==> config.mk <==
export PLATFORM = sky130hd
export DESIGN_NAME = servo_host_link
export DESIGN_NICKNAME = d
export VERILOG_FILES = /design/src/common/servo_link_pkg.sv /design/src/logic/servo_host_link.sv /design/src/logic/word_buffer.sv
export SDC_FILE = /design/constraint.sdc
export NUM_CORES = 1
export LEC_CHECK = 0
export BUFFER_PORTS_ARGS = -buffer_cell sky130_fd_sc_hd__buf_2
export CORE_MARGIN = 5
export CORE_UTILIZATION = 35
export CTS_BUF_LIST = sky130_fd_sc_hd__clkbuf_4 sky130_fd_sc_hd__clkbuf_8
export DETAILED_ROUTE_END_ITERATION = 10
export PLACE_DENSITY = 0.6
export SLEW_MARGIN = 30
export SYNTH_ARGS = -nofsm -noshare
export SYNTH_HDL_FRONTEND = slang
export SYNTH_SLANG_ARGS = --single-unit
==> constraint.sdc <==
create_clock -name i_ref_clk -period 3.2 [get_ports i_ref_clk]
set_input_delay 0.64 -clock i_ref_clk [delete_from_list [all_inputs] [get_ports i_ref_clk]]
set_output_delay 0.64 -clock i_ref_clk [all_outputs]
set_load 0.01 [all_outputs]
==> src/common/servo_link_pkg.sv <==
// Purpose: Shared constants and types of the servo host link block.
// Assumes: Reference clock of 200 MHz (5 ns period).
// Notes: Command byte layout and target indices are fixed here.
package servo_link_pkg;

	// ----------------------------------------------------------------
	// Timing
	// ----------------------------------------------------------------
	localparam int REF_PERIOD_NS = 5;
	localparam int RESET_MIN_NS = 250;
	localparam int RESET_MIN_CYC = (RESET_MIN_NS + REF_PERIOD_NS - 1) /
		REF_PERIOD_NS;
	localparam int EXCH_GAP_NS = 1000;
	localparam int EXCH_GAP_CYC = (EXCH_GAP_NS + REF_PERIOD_NS - 1) /
		REF_PERIOD_NS;
	localparam int DEC_HALF_NS = 100;
	localparam int DEC_HALF_CYC = (DEC_HALF_NS + REF_PERIOD_NS - 1) /
		REF_PERIOD_NS;

	// ----------------------------------------------------------------
	// Command byte and transfer limits
	// ----------------------------------------------------------------
	localparam int CMD_READ_BIT = 7;
	localparam int CMD_CNT_MSB = 6;
	localparam int CMD_CNT_LSB = 4;
	localparam logic [3:0] BYTE_BITS = 4'h8;
	localparam logic [7:0] READ_MAX = 8'h80;

	// ----------------------------------------------------------------
	// Target indices carried in the command byte
	// ----------------------------------------------------------------
	localparam logic [3:0] TGT_CTRL = 4'hd;
	localparam logic [3:0] TGT_STATUS = 4'he;
	localparam logic [3:0] TGT_DECODER = 4'hf;

	// ----------------------------------------------------------------
	// Control byte fields and reset value
	// ----------------------------------------------------------------
	localparam int CTRL_DIV_LSB = 0;
	localparam int CTRL_CLOCK_BUFFER_OUTPUT_HALF = 2;
	localparam int CTRL_DEC_OFF = 3;
	localparam int CTRL_LASER_ON = 4;
	localparam logic [7:0] CTRL_RESET = 8'h00;

	// ----------------------------------------------------------------
	// State machines
	// ----------------------------------------------------------------
	typedef enum logic [2:0] {H_IDLE, H_CMD, H_WR, H_RD, H_DONE} host_state_e;
	typedef enum logic {D_IDLE, D_SHIFT} dec_state_e;

endpackage : servo_link_pkg

==> src/logic/servo_host_link.sv <==
// Purpose: Host command link, decoder relay, clock divider, reset and
//   laser control of a disc servo controller.
// Assumes: 200 MHz reference clock; host and oscillator pins are
//   asynchronous and are resynchronised here.
// Notes: Behaviour
`timescale 1ns/10ps
module servo_host_link (
	input wire logic i_ref_clk, // 200 MHz system clock.
	input wire logic i_reset, // Synchronous reset, active high.
	input wire logic i_i2c_mode, // High selects the 2-line bus.
	input wire logic i_host_serial_clock, // Host bit clock pin.
	input wire logic i_host_serial_line_in, // Host data pin level.
	output logic o_host_serial_line_out, // Host data drive value.
	output logic o_host_serial_line_oe, // High while driving host data.
	input wire logic i_host_load_control, // Host load/control pin.
	output logic o_wr_valid, // One-cycle local write strobe.
	output logic [3:0] o_wr_addr, // Local write index.
	output logic [7:0] o_wr_data, // Local write data.
	output logic [3:0] o_rd_addr, // Local read index.
	input wire logic [7:0] i_rd_data, // Local read data.
	output logic o_decoder_bit_clock, // Decoder bit clock.
	input wire logic i_decoder_serial_line_in, // Decoder data pin level.
	output logic o_decoder_serial_line_out, // Decoder data drive value.
	output logic o_decoder_serial_line_oe, // High while driving decoder.
	output logic o_decoder_frame_control, // High during a decoder byte.
	input wire logic i_oscillator_input, // Oscillator pin.
	output logic o_internal_clock, // Divided oscillator.
	output logic o_clock_buffer_output, // Clock buffer pin.
	output logic o_reset_output_inverted, // Low during reset.
	input wire logic i_focus_loop_on, // Focus loop enabled.
	output logic o_laser_drive_output_out, // Laser pin drive value.
	output logic o_laser_drive_output_oe, // High pulls laser pin low.
	output logic o_relay_overflow, // Sticky: decoder byte lost.
	output logic [7:0] o_ctrl // Control byte as written.
);
	import servo_link_pkg::*;

	// ----------------------------------------------------------------
	// State
	// ----------------------------------------------------------------
	typedef struct packed {
		logic [2:0] sck_s;
		logic [2:0] sda_s;
		logic [2:0] ld_s;
		logic [2:0] osc_s;
		logic [1:0] dln_s;
		logic [1:0] mode_s;
		host_state_e hst;
		logic [3:0] bit_cnt;
		logic [7:0] shift;
		logic [7:0] cmd;
		logic [7:0] byte_cnt;
		logic [7:0] tx;
		logic reload;
		logic ack_due;
		logic drive;
		logic drive_bit;
		logic [7:0] gap_cnt;
		logic wr_valid;
		logic [3:0] wr_addr;
		logic [7:0] wr_data;
		logic [7:0] ctrl;
		logic overflow;
		dec_state_e dst;
		logic [4:0] dec_div;
		logic [3:0] dec_bit;
		logic [7:0] dec_sh;
		logic [7:0] dec_rx;
		logic dec_clk;
		logic dec_frame;
		logic [1:0] osc_cnt;
		logic int_clk;
		logic clk_half;
		logic clock_buffer_output;
		logic [5:0] rst_cnt;
		logic rst_out_n;
		logic laser_oe;
	} state_s;

	state_s q;
	state_s d;

	logic i2c;
	logic sda;
	logic sck_rise;
	logic sck_fall;
	logic ld_rise;
	logic ld_fall;
	logic i2c_start;
	logic i2c_stop;
	logic byte_done;
	logic [7:0] rx_byte;
	logic [7:0] rd_value;
	logic [7:0] tx_next;
	logic buf_in_valid;
	logic buf_in_ready;
	logic [7:0] buf_in_data;
	logic buf_out_valid;
	logic buf_out_ready;
	logic [7:0] buf_out_data;

	// ----------------------------------------------------------------
	// Command decoding
	// ----------------------------------------------------------------
	function automatic logic cmd_is_read(input logic [7:0] c);
		return c[CMD_READ_BIT];
	endfunction : cmd_is_read

	function automatic logic [7:0] cmd_count(input logic [7:0] c);
		return {5'h00, c[CMD_CNT_MSB:CMD_CNT_LSB]};
	endfunction : cmd_count

	function automatic logic [3:0] cmd_target(input logic [7:0] c);
		return c[3:0];
	endfunction : cmd_target

	function automatic logic [1:0] div_last(input logic [1:0] sel);
		case (sel)
			2'h1: return 2'h2;
			2'h2: return 2'h3;
			default: return 2'h1;
		endcase
	endfunction : div_last

	// ----------------------------------------------------------------
	// Decoder relay buffer
	// ----------------------------------------------------------------
	word_buffer #(
		.WIDTH(8),
		.DEPTH(2)
	) u_relay_buf (
		.i_ref_clk(i_ref_clk),
		.i_reset(i_reset),
		.i_in_valid(buf_in_valid),
		.o_in_ready(buf_in_ready),
		.i_in_data(buf_in_data),
		.o_out_valid(buf_out_valid),
		.i_out_ready(buf_out_ready),
		.o_out_data(buf_out_data)
	);

	// ----------------------------------------------------------------
	// Edge events on the resynchronised lines
	// ----------------------------------------------------------------
	assign i2c = q.mode_s[1];
	assign sda = q.sda_s[1];
	assign sck_rise = q.sck_s[1] & ~q.sck_s[2];
	assign sck_fall = ~q.sck_s[1] & q.sck_s[2];
	assign ld_rise = ~i2c & q.ld_s[1] & ~q.ld_s[2];
	assign ld_fall = ~i2c & ~q.ld_s[1] & q.ld_s[2];
	assign i2c_start = i2c & q.sck_s[1] & q.sck_s[2] & ~sda & q.sda_s[2];
	assign i2c_stop = i2c & q.sck_s[1] & q.sck_s[2] & sda & ~q.sda_s[2];
	assign o_rd_addr = cmd_target(q.cmd) + q.byte_cnt[3:0];

	always_comb
	begin
		case (cmd_target(q.cmd))
			TGT_CTRL: rd_value = q.ctrl;
			TGT_STATUS: rd_value = {5'h00, q.overflow, buf_out_valid,
				q.dst == D_SHIFT};
			TGT_DECODER: rd_value = q.dec_rx;
			default: rd_value = i_rd_data;
		endcase
	end

	// ----------------------------------------------------------------
	// Next state
	// ----------------------------------------------------------------
	always_comb
	begin
		d = q;
		byte_done = 1'b0;
		rx_byte = q.shift;
		tx_next = q.tx;
		buf_in_valid = 1'b0;
		buf_in_data = 8'h00;
		buf_out_ready = 1'b0;
		d.wr_valid = 1'b0;

		// Two stages before use, the third only keeps history.
		d.sck_s = {q.sck_s[1:0], i_host_serial_clock};
		d.sda_s = {q.sda_s[1:0], i_host_serial_line_in};
		d.ld_s = {q.ld_s[1:0], i_host_load_control};
		d.osc_s = {q.osc_s[1:0], i_oscillator_input};
		d.dln_s = {q.dln_s[0], i_decoder_serial_line_in};
		d.mode_s = {q.mode_s[0], i_i2c_mode};

		// A silent load line ends an open 3-line exchange.
		if (i2c | ~q.ld_s[1])
			d.gap_cnt = 8'h00;
		else if (q.gap_cnt != 8'(EXCH_GAP_CYC))
			d.gap_cnt = q.gap_cnt + 8'h01;
		if (~i2c && q.gap_cnt == 8'(EXCH_GAP_CYC) && q.hst != H_IDLE)
		begin
			d.hst = H_IDLE;
			d.drive = 1'b0;
		end

		// Framing: start/stop on the 2-line bus, load line on 3-line.
		if (i2c_start)
		begin
			d.hst = H_CMD;
			d.bit_cnt = 4'h0;
			d.ack_due = 1'b0;
			d.drive = 1'b0;
		end
		else if (i2c_stop)
		begin
			d.hst = H_IDLE;
			d.drive = 1'b0;
		end
		if (ld_fall)
		begin
			if (q.hst == H_IDLE)
				d.hst = H_CMD;
			d.bit_cnt = 4'h0;
			d.drive = (q.hst == H_RD);
			d.drive_bit = q.tx[7];
		end
		if (ld_rise)
		begin
			d.drive = 1'b0;
			if (q.bit_cnt == BYTE_BITS && q.hst != H_IDLE)
				byte_done = 1'b1;
		end

		// Bits are taken at the rising host clock edge.
		if (sck_rise && q.hst != H_IDLE)
		begin
			if (q.bit_cnt < BYTE_BITS)
			begin
				d.shift = {q.shift[6:0], sda};
				d.bit_cnt = q.bit_cnt + 4'h1;
				if (i2c && q.bit_cnt == BYTE_BITS - 4'h1)
				begin
					byte_done = 1'b1;
					rx_byte = {q.shift[6:0], sda};
				end
			end
			else if (i2c)
			begin
				if (q.hst == H_RD && sda)
					d.hst = H_DONE;
				d.bit_cnt = 4'h0;
				d.ack_due = 1'b0;
			end
		end

		// The line only changes while the host clock is low.
		if (sck_fall && q.hst != H_IDLE)
		begin
			if (q.hst == H_RD && q.bit_cnt != 4'h0 && q.bit_cnt < BYTE_BITS)
				tx_next = {q.tx[6:0], 1'b0};
			d.tx = tx_next;
			d.drive = (q.hst == H_RD) && (q.bit_cnt < BYTE_BITS);
			d.drive_bit = tx_next[7];
			if (i2c && q.bit_cnt == BYTE_BITS && q.ack_due)
			begin
				d.drive = 1'b1;
				d.drive_bit = 1'b0;
			end
		end

		// Whole bytes.
		if (byte_done)
		begin
			case (q.hst)
				H_CMD:
				begin
					d.cmd = rx_byte;
					d.byte_cnt = 8'h00;
					d.ack_due = 1'b1;
					if (cmd_is_read(rx_byte))
					begin
						d.hst = H_RD;
						d.reload = 1'b1;
					end
					else if (cmd_count(rx_byte) == 8'h00)
						d.hst = i2c ? H_DONE : H_IDLE;
					else
						d.hst = H_WR;
				end
				H_WR:
				begin
					d.ack_due = 1'b1;
					d.byte_cnt = q.byte_cnt + 8'h01;
					case (cmd_target(q.cmd))
						TGT_CTRL: d.ctrl = rx_byte;
						TGT_STATUS: d.overflow = 1'b0;
						TGT_DECODER:
						begin
							buf_in_valid = 1'b1;
							buf_in_data = rx_byte;
						end
						default:
						begin
							d.wr_valid = 1'b1;
							d.wr_addr = o_rd_addr;
							d.wr_data = rx_byte;
						end
					endcase
					if (q.byte_cnt + 8'h01 == cmd_count(q.cmd))
						d.hst = i2c ? H_DONE : H_IDLE;
				end
				H_RD:
				begin
					d.byte_cnt = q.byte_cnt + 8'h01;
					if (q.byte_cnt == READ_MAX - 8'h01)
						d.hst = H_DONE;
					else
						d.reload = 1'b1;
				end
				default:
					d.ack_due = 1'b0;
			endcase
		end
		if (buf_in_valid & ~buf_in_ready)
			d.overflow = 1'b1;

		// Fetch the next read byte once the address has settled.
		if (q.reload)
		begin
			d.tx = rd_value;
			d.reload = 1'b0;
		end

		// Decoder link master.
		case (q.dst)
			D_IDLE:
			begin
				d.dec_clk = 1'b0;
				d.dec_frame = 1'b0;
				if (~q.ctrl[CTRL_DEC_OFF] && buf_out_valid)
				begin
					buf_out_ready = 1'b1;
					d.dec_sh = buf_out_data;
					d.dec_frame = 1'b1;
					d.dec_bit = 4'h0;
					d.dec_div = 5'h00;
					d.dst = D_SHIFT;
				end
			end
			D_SHIFT:
			begin
				if (q.dec_div == 5'(DEC_HALF_CYC - 1))
				begin
					d.dec_div = 5'h00;
					d.dec_clk = ~q.dec_clk;
					if (~q.dec_clk)
						d.dec_rx = {q.dec_rx[6:0], q.dln_s[1]};
					else
					begin
						d.dec_sh = {q.dec_sh[6:0], 1'b0};
						d.dec_bit = q.dec_bit + 4'h1;
						if (q.dec_bit == BYTE_BITS - 4'h1)
						begin
							d.dst = D_IDLE;
							d.dec_frame = 1'b0;
						end
					end
				end
				else
					d.dec_div = q.dec_div + 5'h01;
			end
			default:
				d.dst = D_IDLE;
		endcase

		// Oscillator divider: each oscillator edge is half a period.
		if (q.osc_s[1] ^ q.osc_s[2])
		begin
			if (q.osc_cnt >= div_last(q.ctrl[CTRL_DIV_LSB+:2]))
			begin
				d.osc_cnt = 2'h0;
				d.int_clk = ~q.int_clk;
				if (~q.int_clk)
					d.clk_half = ~q.clk_half;
			end
			else
				d.osc_cnt = q.osc_cnt + 2'h1;
		end
		d.clock_buffer_output = q.ctrl[CTRL_CLOCK_BUFFER_OUTPUT_HALF] ? d.clk_half : d.int_clk;

		// Reset output stays low for the minimum reset time after release.
		if (q.rst_cnt != 6'(RESET_MIN_CYC))
			d.rst_cnt = q.rst_cnt + 6'h01;
		else
			d.rst_out_n = 1'b1;

		// Pulling the pin low keeps the laser off.
		d.laser_oe = ~(i_focus_loop_on | q.ctrl[CTRL_LASER_ON]);
	end

	always_ff @(posedge i_ref_clk)
	begin
		if (i_reset)
		begin
			q <= '0;
			q.ctrl <= CTRL_RESET;
			q.laser_oe <= 1'b1;
		end
		else
			q <= d;
	end

	// ----------------------------------------------------------------
	// Outputs
	// ----------------------------------------------------------------
	assign o_host_serial_line_out = i2c ? 1'b0 : q.drive_bit;
	assign o_host_serial_line_oe = q.drive & (~i2c | ~q.drive_bit);
	assign o_wr_valid = q.wr_valid;
	assign o_wr_addr = q.wr_addr;
	assign o_wr_data = q.wr_data;
	assign o_decoder_bit_clock = q.dec_clk;
	assign o_decoder_serial_line_out = q.dec_sh[7];
	assign o_decoder_serial_line_oe = q.dec_frame;
	assign o_decoder_frame_control = q.dec_frame;
	assign o_internal_clock = q.int_clk;
	assign o_clock_buffer_output = q.clock_buffer_output;
	assign o_reset_output_inverted = q.rst_out_n;
	assign o_laser_drive_output_out = 1'b0;
	assign o_laser_drive_output_oe = q.laser_oe;
	assign o_relay_overflow = q.overflow;
	assign o_ctrl = q.ctrl;

endmodule : servo_host_link

==> src/logic/word_buffer.sv <==
// Purpose: Small FIFO with valid and ready on both sides.
// Assumes: Synchronous active-high reset; one clock.
// Notes: Full and empty follow the entry count exactly.
`timescale 1ns/10ps
module word_buffer #(
	parameter int WIDTH = 8,
	parameter int DEPTH = 2
) (
	input wire logic i_ref_clk, // System clock.
	input wire logic i_reset, // Synchronous reset, active high.
	input wire logic i_in_valid, // Word offered.
	output logic o_in_ready, // Room for a word.
	input wire logic [WIDTH-1:0] i_in_data, // Offered word.
	output logic o_out_valid, // Word available.
	input wire logic i_out_ready, // Drain takes the word.
	output logic [WIDTH-1:0] o_out_data // Oldest word.
);
	localparam int PW = (DEPTH > 1) ? $clog2(DEPTH) : 1;
	localparam int CW = $clog2(DEPTH + 1);

	typedef struct packed {
		logic [DEPTH-1:0][WIDTH-1:0] mem;
		logic [PW-1:0] wp;
		logic [PW-1:0] rp;
		logic [CW-1:0] cnt;
	} buf_s;

	buf_s q;
	buf_s d;
	logic push;
	logic pop;

	function automatic logic [PW-1:0] bump(input logic [PW-1:0] p);
		if (p == PW'(DEPTH - 1))
			return '0;
		return p + PW'(1);
	endfunction : bump

	assign o_in_ready = (q.cnt != CW'(DEPTH));
	assign o_out_valid = (q.cnt != '0);
	assign o_out_data = q.mem[q.rp];
	assign push = i_in_valid & o_in_ready;
	assign pop = o_out_valid & i_out_ready;

	always_comb
	begin
		d = q;
		if (push)
		begin
			d.mem[q.wp] = i_in_data;
			d.wp = bump(q.wp);
		end
		if (pop)
			d.rp = bump(q.rp);
		if (push & ~pop)
			d.cnt = q.cnt + CW'(1);
		else if (pop & ~push)
			d.cnt = q.cnt - CW'(1);
	end

	always_ff @(posedge i_ref_clk)
	begin
		if (i_reset)
			q <= '0;
		else
			q <= d;
	end

endmodule : word_buffer

; After elaboration in Yosys (flattened, before gate mapping)
; Index checks and enable logic that the tools add are counted.
[totals]
ff_bits = 149
inputBits = 17
output_inout_bits = 37
word_cells = 267
[classes]
n_addsub = 12
magnitude_cmp = 5
eq_ne = 24
n_mux = 96
bitwise = 42
reduce_logical = 46
[ops]
columns = op, count
row1 = 8-bit 2-to-1 mux, 13
row2 = 1-bit 2-to-1 mux, 40
row3 = 3-bit 2-to-1 mux, 12
row4 = 18-bit one-hot mux with 2 select lines, 1
row5 = 8-bit one-hot mux with 3 select lines, 1
row6 = 22-bit 2-to-1 mux, 1
row7 = 2-bit 2-to-1 mux, 10
row8 = 1-bit NOT, 20
row9 = 2-bit nonzero test, 10
row10 = 1-bit bitwise AND, 18
row11 = 18-bit 2-to-1 mux, 1
row12 = 3-bit AND reduction, 6
row13 = 8-bit by 1-bit adder with 8-bit output (second input constant), 2
row14 = 16-bit bitwise mux, 1
row15 = 4-bit equality test (second input constant), 4
row16 = 8-bit one-hot mux with 2 select lines, 1
row17 = 15-bit 2-to-1 mux, 1
row18 = 1-bit logical AND, 14
row19 = 7-bit 2-to-1 mux, 2
row20 = 13-bit 2-to-1 mux, 1
row21 = 12-bit 2-to-1 mux, 1
row22 = 2-bit inequality test (second input constant), 5
row23 = 9-bit 2-to-1 mux, 1
row24 = 3-bit one-hot mux with 3 select lines, 1
row25 = 38 further kinds, 58

; Depth between registers and ports, before layout
[logic_depth]
word_depth = 15
depth_mapped = 9
ltp_nobuf = 9

; By module
; From an unflattened synthesis, not the netlist that was laid out.
[unflattened]
cells_unflattened = 798
hier_area_um2 = 7154.4
[by_module_without_submodules]
columns = mod, instances, cells_per_inst, area_per_inst_um2, seq_area_each_um2
row1 = servo_host_link, 1, 696, 6192.2, 2582.5
row2 = word_buffer, 1, 102, 962.2, 400.4

; Worst setup path after synthesis
; Ideal clock, no wire load.
[synth_path]
path_kind = register to register
start = register q[107] in the netlist's numbering
end = register u_relay_buf.q[1] in the netlist's numbering
setup_ns = 0.070
t_arrival_ns = 2.171
required_ns = 3.130
slack_ns = 0.958
path_stages_with_launch = 9
n_path_buf = 0
synth_period_minus_slack_ns = 2.242
cell_sequence = dfxtp_1 > inv_1 > ha_1 > nor2b_1 > nand3_4 > a2111oi_2 > ha_1 > or3_1 > a21oi_1
[synth_between]
elab_chain_len = 12
word_cells_on_any_way = 17
classes_between = order compare (1) / eq/ne (2) / mux (7) / bitwise (4) / reduce/logical (3)
[synth_lines]
columns = item, line
row1 = from (decl), servo_host_link.sv:80  ; state_s q;
row2 = 4-bit equality test, servo_host_link.sv:223  ; if (q.bit_cnt == BYTE_BITS && q.hst != H_IDLE)
row3 = 1-bit logical AND, servo_host_link.sv:223
row4 = 1-bit 2-to-1 mux, servo_host_link.sv:223
row5 = 1-bit 2-to-1 mux, servo_host_link.sv:220  ; if (ld_rise)
row6 = 1-bit 2-to-1 mux, servo_host_link.sv:234  ; if (i2c && q.bit_cnt == BYTE_BITS - 4'h1)
row7 = 1-bit 2-to-1 mux, servo_host_link.sv:230  ; if (q.bit_cnt < BYTE_BITS)
row8 = 1-bit 2-to-1 mux *, servo_host_link.sv:228  ; if (sck_rise && q.hst != H_IDLE)
row9 = 1-bit 2-to-1 mux *, servo_host_link.sv:265  ; if (byte_done)
row10 = 1-bit bitwise AND *, word_buffer.sv:42  ; assign push = i_in_valid & o_in_ready;
row11 = named net u_relay_buf.push, word_buffer.sv:30  ; logic push;
row12 = 1-bit NOT, word_buffer.sv:57  ; else if (pop & ~push)
row13 = 1-bit bitwise AND, word_buffer.sv:57
row14 = 2-bit nonzero test (no source line), -
row15 = to (signal assigned), word_buffer.sv:64  ; q <= '0;
row16 = to (signal assigned), word_buffer.sv:66  ; q <= d;
row17 = to (decl), word_buffer.sv:28  ; buf_s q;
; The timed path passes the listed nets; every way through them passes the cells marked *.
; A chain may end at the register's enable or synchronous reset.

; Worst setup path after layout
[layout_path]
start = register q[83] in the netlist's numbering
end = output o_rd_addr[2]
[layout_between]
elab_chain_len = 1
[layout_lines]
columns = item, line
row1 = 4-bit adder, servo_host_link.sv:153  ; assign o_rd_addr = cmd_target(q.cmd) + q.byte_cnt[3:0];
row2 = to (decl), servo_host_link.sv:19  ; output logic [3:0] o_rd_addr,
; Every way passes these cells.

==> key figures <==
Status
  • Outcome: complete, no violations

Drt
  • Via-to-Cell Ratio: ~5
  • Final WL: between 15 and 20 mm
  • Antenna Nets Post-Route: 0
  • Residual DRC: 0
  • Drt initial violations: between 300 and 400
  • Vias: 5480
  • Pre-Repair DR Iteration Count: 4
  • DR WL/cell: 14.8 µm

Logic synthesis
  • Top FF cell, synth: dfxtp_1
  • Ys Warns: 0
  • Mapped Nets: 833
  • Number of synthesized flops with an enable pin: 0
  • Cell Area, Synth: 0.00724 mm²
  • Syn_area_per_cell: 9.06 µm²
  • Asr flop ratio synth: 0%
  • Seq/Total Area, Yosys: roughly two fifths
  • Synth cell types: 68
  • FF+latch count, synth: approximately 150
  • Mapped Cells: 799

Power
  • Maximum VDD drop: ~240 µV
  • PwrDens: approximately 490 mW/mm²
  • P_leak: 3.02 nW

Placed design
  • Worst slack at placement: around 0.7 ns
  • GP Congestion: 0.795
  • DPL Wire Length: about 11 mm
  • Buffers on Ports: 52

STA
  • Final Hold Vio Count: 0
  • Fmax: 0.391 GHz
  • Max Slew Vio Count: 0
  • Worst-margin pin slew: just over 0.8 ns
  • Max-slew headroom: between 40 and 50%
  • Final period util: 79.9%
  • RSZ-0062 raised after global routing: false
  • Worst Skew: 0.0184 ns
  • Setup_tns: 0 ns
  • Minimum clock period: approximately 2.6 ns
  • Final worst setup slack: ~0.64 ns
  • Setup violators final: 0

Worst setup path
  • Critical R2R Launch: q[112]
  • Worst R2R End: u_relay_buf.q[1]
  • R2R depth: 6
  • WP data required: ~2.6 ns
  • Kind of critical path: flop to output pin
  • WP data arrival: ~1.9 ns
  • Critical path startpoint category: flop
  • Crit. End Element: output pin
  • Flop-to-flop setup slack: about 0.67 ns
  • Crit Path Max Fanout: 7

Clocking
  • CTS Buffer Depth: 2
  • Clock latency on the worst-skew pair: between 0.4 and 0.5 ns
  • # H-tree levels: 4
  • Total CTS buffers: 17
  • # Post-CTS Setup Buffers: 0
  • Clock tree sinks: roughly 150
  • Post-CTS Hold Buffers: 0
  • Root buf cell: clkbuf_8
  • CTS tree: built
  • Reg clk slew, reported paths: about 0.08 ns
  • Post-CTS Resized: 0

Layout
  • Area Growth Syn to Fin: 10.3%
  • Most frequent cells in the layout: dfxtp_1, nor2_1, mux2i_1, buf_2, nand2_1
  • Fraction of layout cells with a size suffix above 1: between 10% and 20%
  • Commonest non-fill, non-tap cell in the layout: dfxtp_1
  • Nets@finish: about 840
  • Antenna diodes: 0

Min path
  • Hold endpoint: o_laser_drive_output_oe
  • Worst hold path type: primary input to flop
  • Hold Path Stages: 2
  • Worst min-delay path startpoint: i_focus_loop_on

Global routing
  • First-pass GRT wire length: 26.5 mm
  • Antenna violations before repair: 0
  • Total GRT Usage: a little over an eighth
  • Vias in the first global route: between 5000 and 6000
  • Largest net degree at the start of global routing: 61
  • Grt total ovfl: 0

Floorplan
  • IO Pins: 54
  • Die Ht: between 150 and 200 µm
  • Row Count: 52
  • CORE AREA: roughly 0.020 mm²
  • Initial Util: about 36%
  • Die X: approximately 150 µm
  • Total Die Area: 0.0236 mm²

Flow run
  • Max-Cap Viols: 0
==> cells in the mapped netlist, types with 4 or more instances <==
cell type | number | area share [%]
buf_2 | 12 | 0.83
mux2i_1 | 53 | 7.3
nand3_1 | 32 | 2.2
a31oi_1 | 14 | 1.2
and3_1 | 7 | 0.61
buf_4 | 25 | 2.6
xor2_1 | 13 | 1.6
nand4_1 | 6 | 0.52
xnor2_1 | 17 | 2.1
nand2b_1 | 9 | 0.78
mux2_2 | 23 | 3.6
nor2b_1 | 27 | 2.3
and2_1 | 4 | 0.35
or3_1 | 6 | 0.52
inv_1 | 20 | 1.0
nand2_1 | 43 | 2.2
a311oi_1 | 10 | 1.2
clkbuf_1 | 30 | 1.6
o21ai_0 | 9 | 0.62
nor2_1 | 110 | 5.7
ha_1 | 16 | 2.8
a21oi_1 | 42 | 2.9
nor3b_1 | 5 | 0.52
dfxtp_1 | 149 | 41
a211oi_1 | 36 | 3.7
nor3_1 | 13 | 0.90
==> cell type report <==
class / count / area, µm²
Fill cell: 2093 / 12300
Sequential cell: 149 / 2980
Inverter: 20 / 75.1
Clock buffer: 19 / 249
Tap cell: 270 / 338
Timing Repair Buffer: 64 / 375
Clock inverter: 13 / 170
Multi-Input combinational cell: 558 / 3790
==> how the worst max path moves through the flow <==
stage | start | endpoint | slack, ns | depth (start not counted)
6_report | q[83] | o_rd_addr[2] | 0.64 | 5
5_1_grt | q[112] | u_relay_buf.q[1] | 0.49 | 6
4_1_cts | q[83] | o_rd_addr[2] | 0.60 | 5
3_5_place_dp | q[112] | u_relay_buf.q[1] | 0.71 | 6
3_3_place_gp | q[112] | u_relay_buf.q[1] | 0.76 | 6
2_1_floorplan | q[107] | u_relay_buf.q[1] | 0.96 | 8
==> kinds of logic after synthesis <==
family / count (synthesis) / share of synthesized area (%)
other: 1 / 0.0518
muxes: 77 / 11.1
xor gates and xnor gates: 31 / 3.94
adders and majority gates: 17 / 3.04
buffers and inverters: 92 / 6.50
DFF: 149 / 41.2
and+or+nand+nor: 283 / 19.5
AOI/OAI and AO/OA: 149 / 14.6
==> power breakdown <==
part	internal (mW)	switching (mW)	leakage [nW]
clock	0.802	0.747	0.210
combinational	0.143	0.245	1.61
sequential	1.90	0.0565	1.21
==> per-stage QoR <==
step	cells	total power [mW]	hold slack [ns]	utilization, %	area, µm²
2_1_floorplan	799	2.27	0.414	-	7240
3_3_place_gp	1060	2.38	0.422	37.2	7550
3_5_place_dp	1061	2.39	0.424	37.2	7560
4_1_cts	1093	3.96	0.324	39.3	7980
5_1_grt	1093	4.09	0.316	39.3	7980
6_report	1093	3.89	0.359	39.3	7980
==> state kept, by name, indices dropped and copies added (netlist names) <==
name,flops
o_decoder_serial_line_out,1
o_relay_overflow,1
q,89
o_wr_addr,4
o_wr_data,8
o_decoder_frame_control,1
d,10
o_decoder_bit_clock,1
u_relay_buf.q,20
o_ctrl,8
i2c,1
o_internal_clock,1
o_laser_drive_output_oe,1
o_reset_output_inverted,1
o_clock_buffer_output,1
o_wr_valid,1
==> metal layers <==
metal / part of all wire (%) / wire length [µm] / up-vias / global-route usage (%)
met4: 0.96 / 154 / 0 / 3.07
met2: 46 / 7400 / 76 / 21.7
li1: - / - / 2819 / -
met1: 49 / 7980 / 2572 / 18.6
met5: 0 / 0 / - / 0
met3: 3.7 / 592 / 13 / 3.71
==> critical path, stage by stage (launching register included) <==
cell     delay (ns)
dfxtp_1        0.47
ha_1           0.21
inv_1          0.05
fa_1           0.37
xnor2_1        0.20
buf_2          0.17
Note: power is estimated with default switching activity, not from simulation.
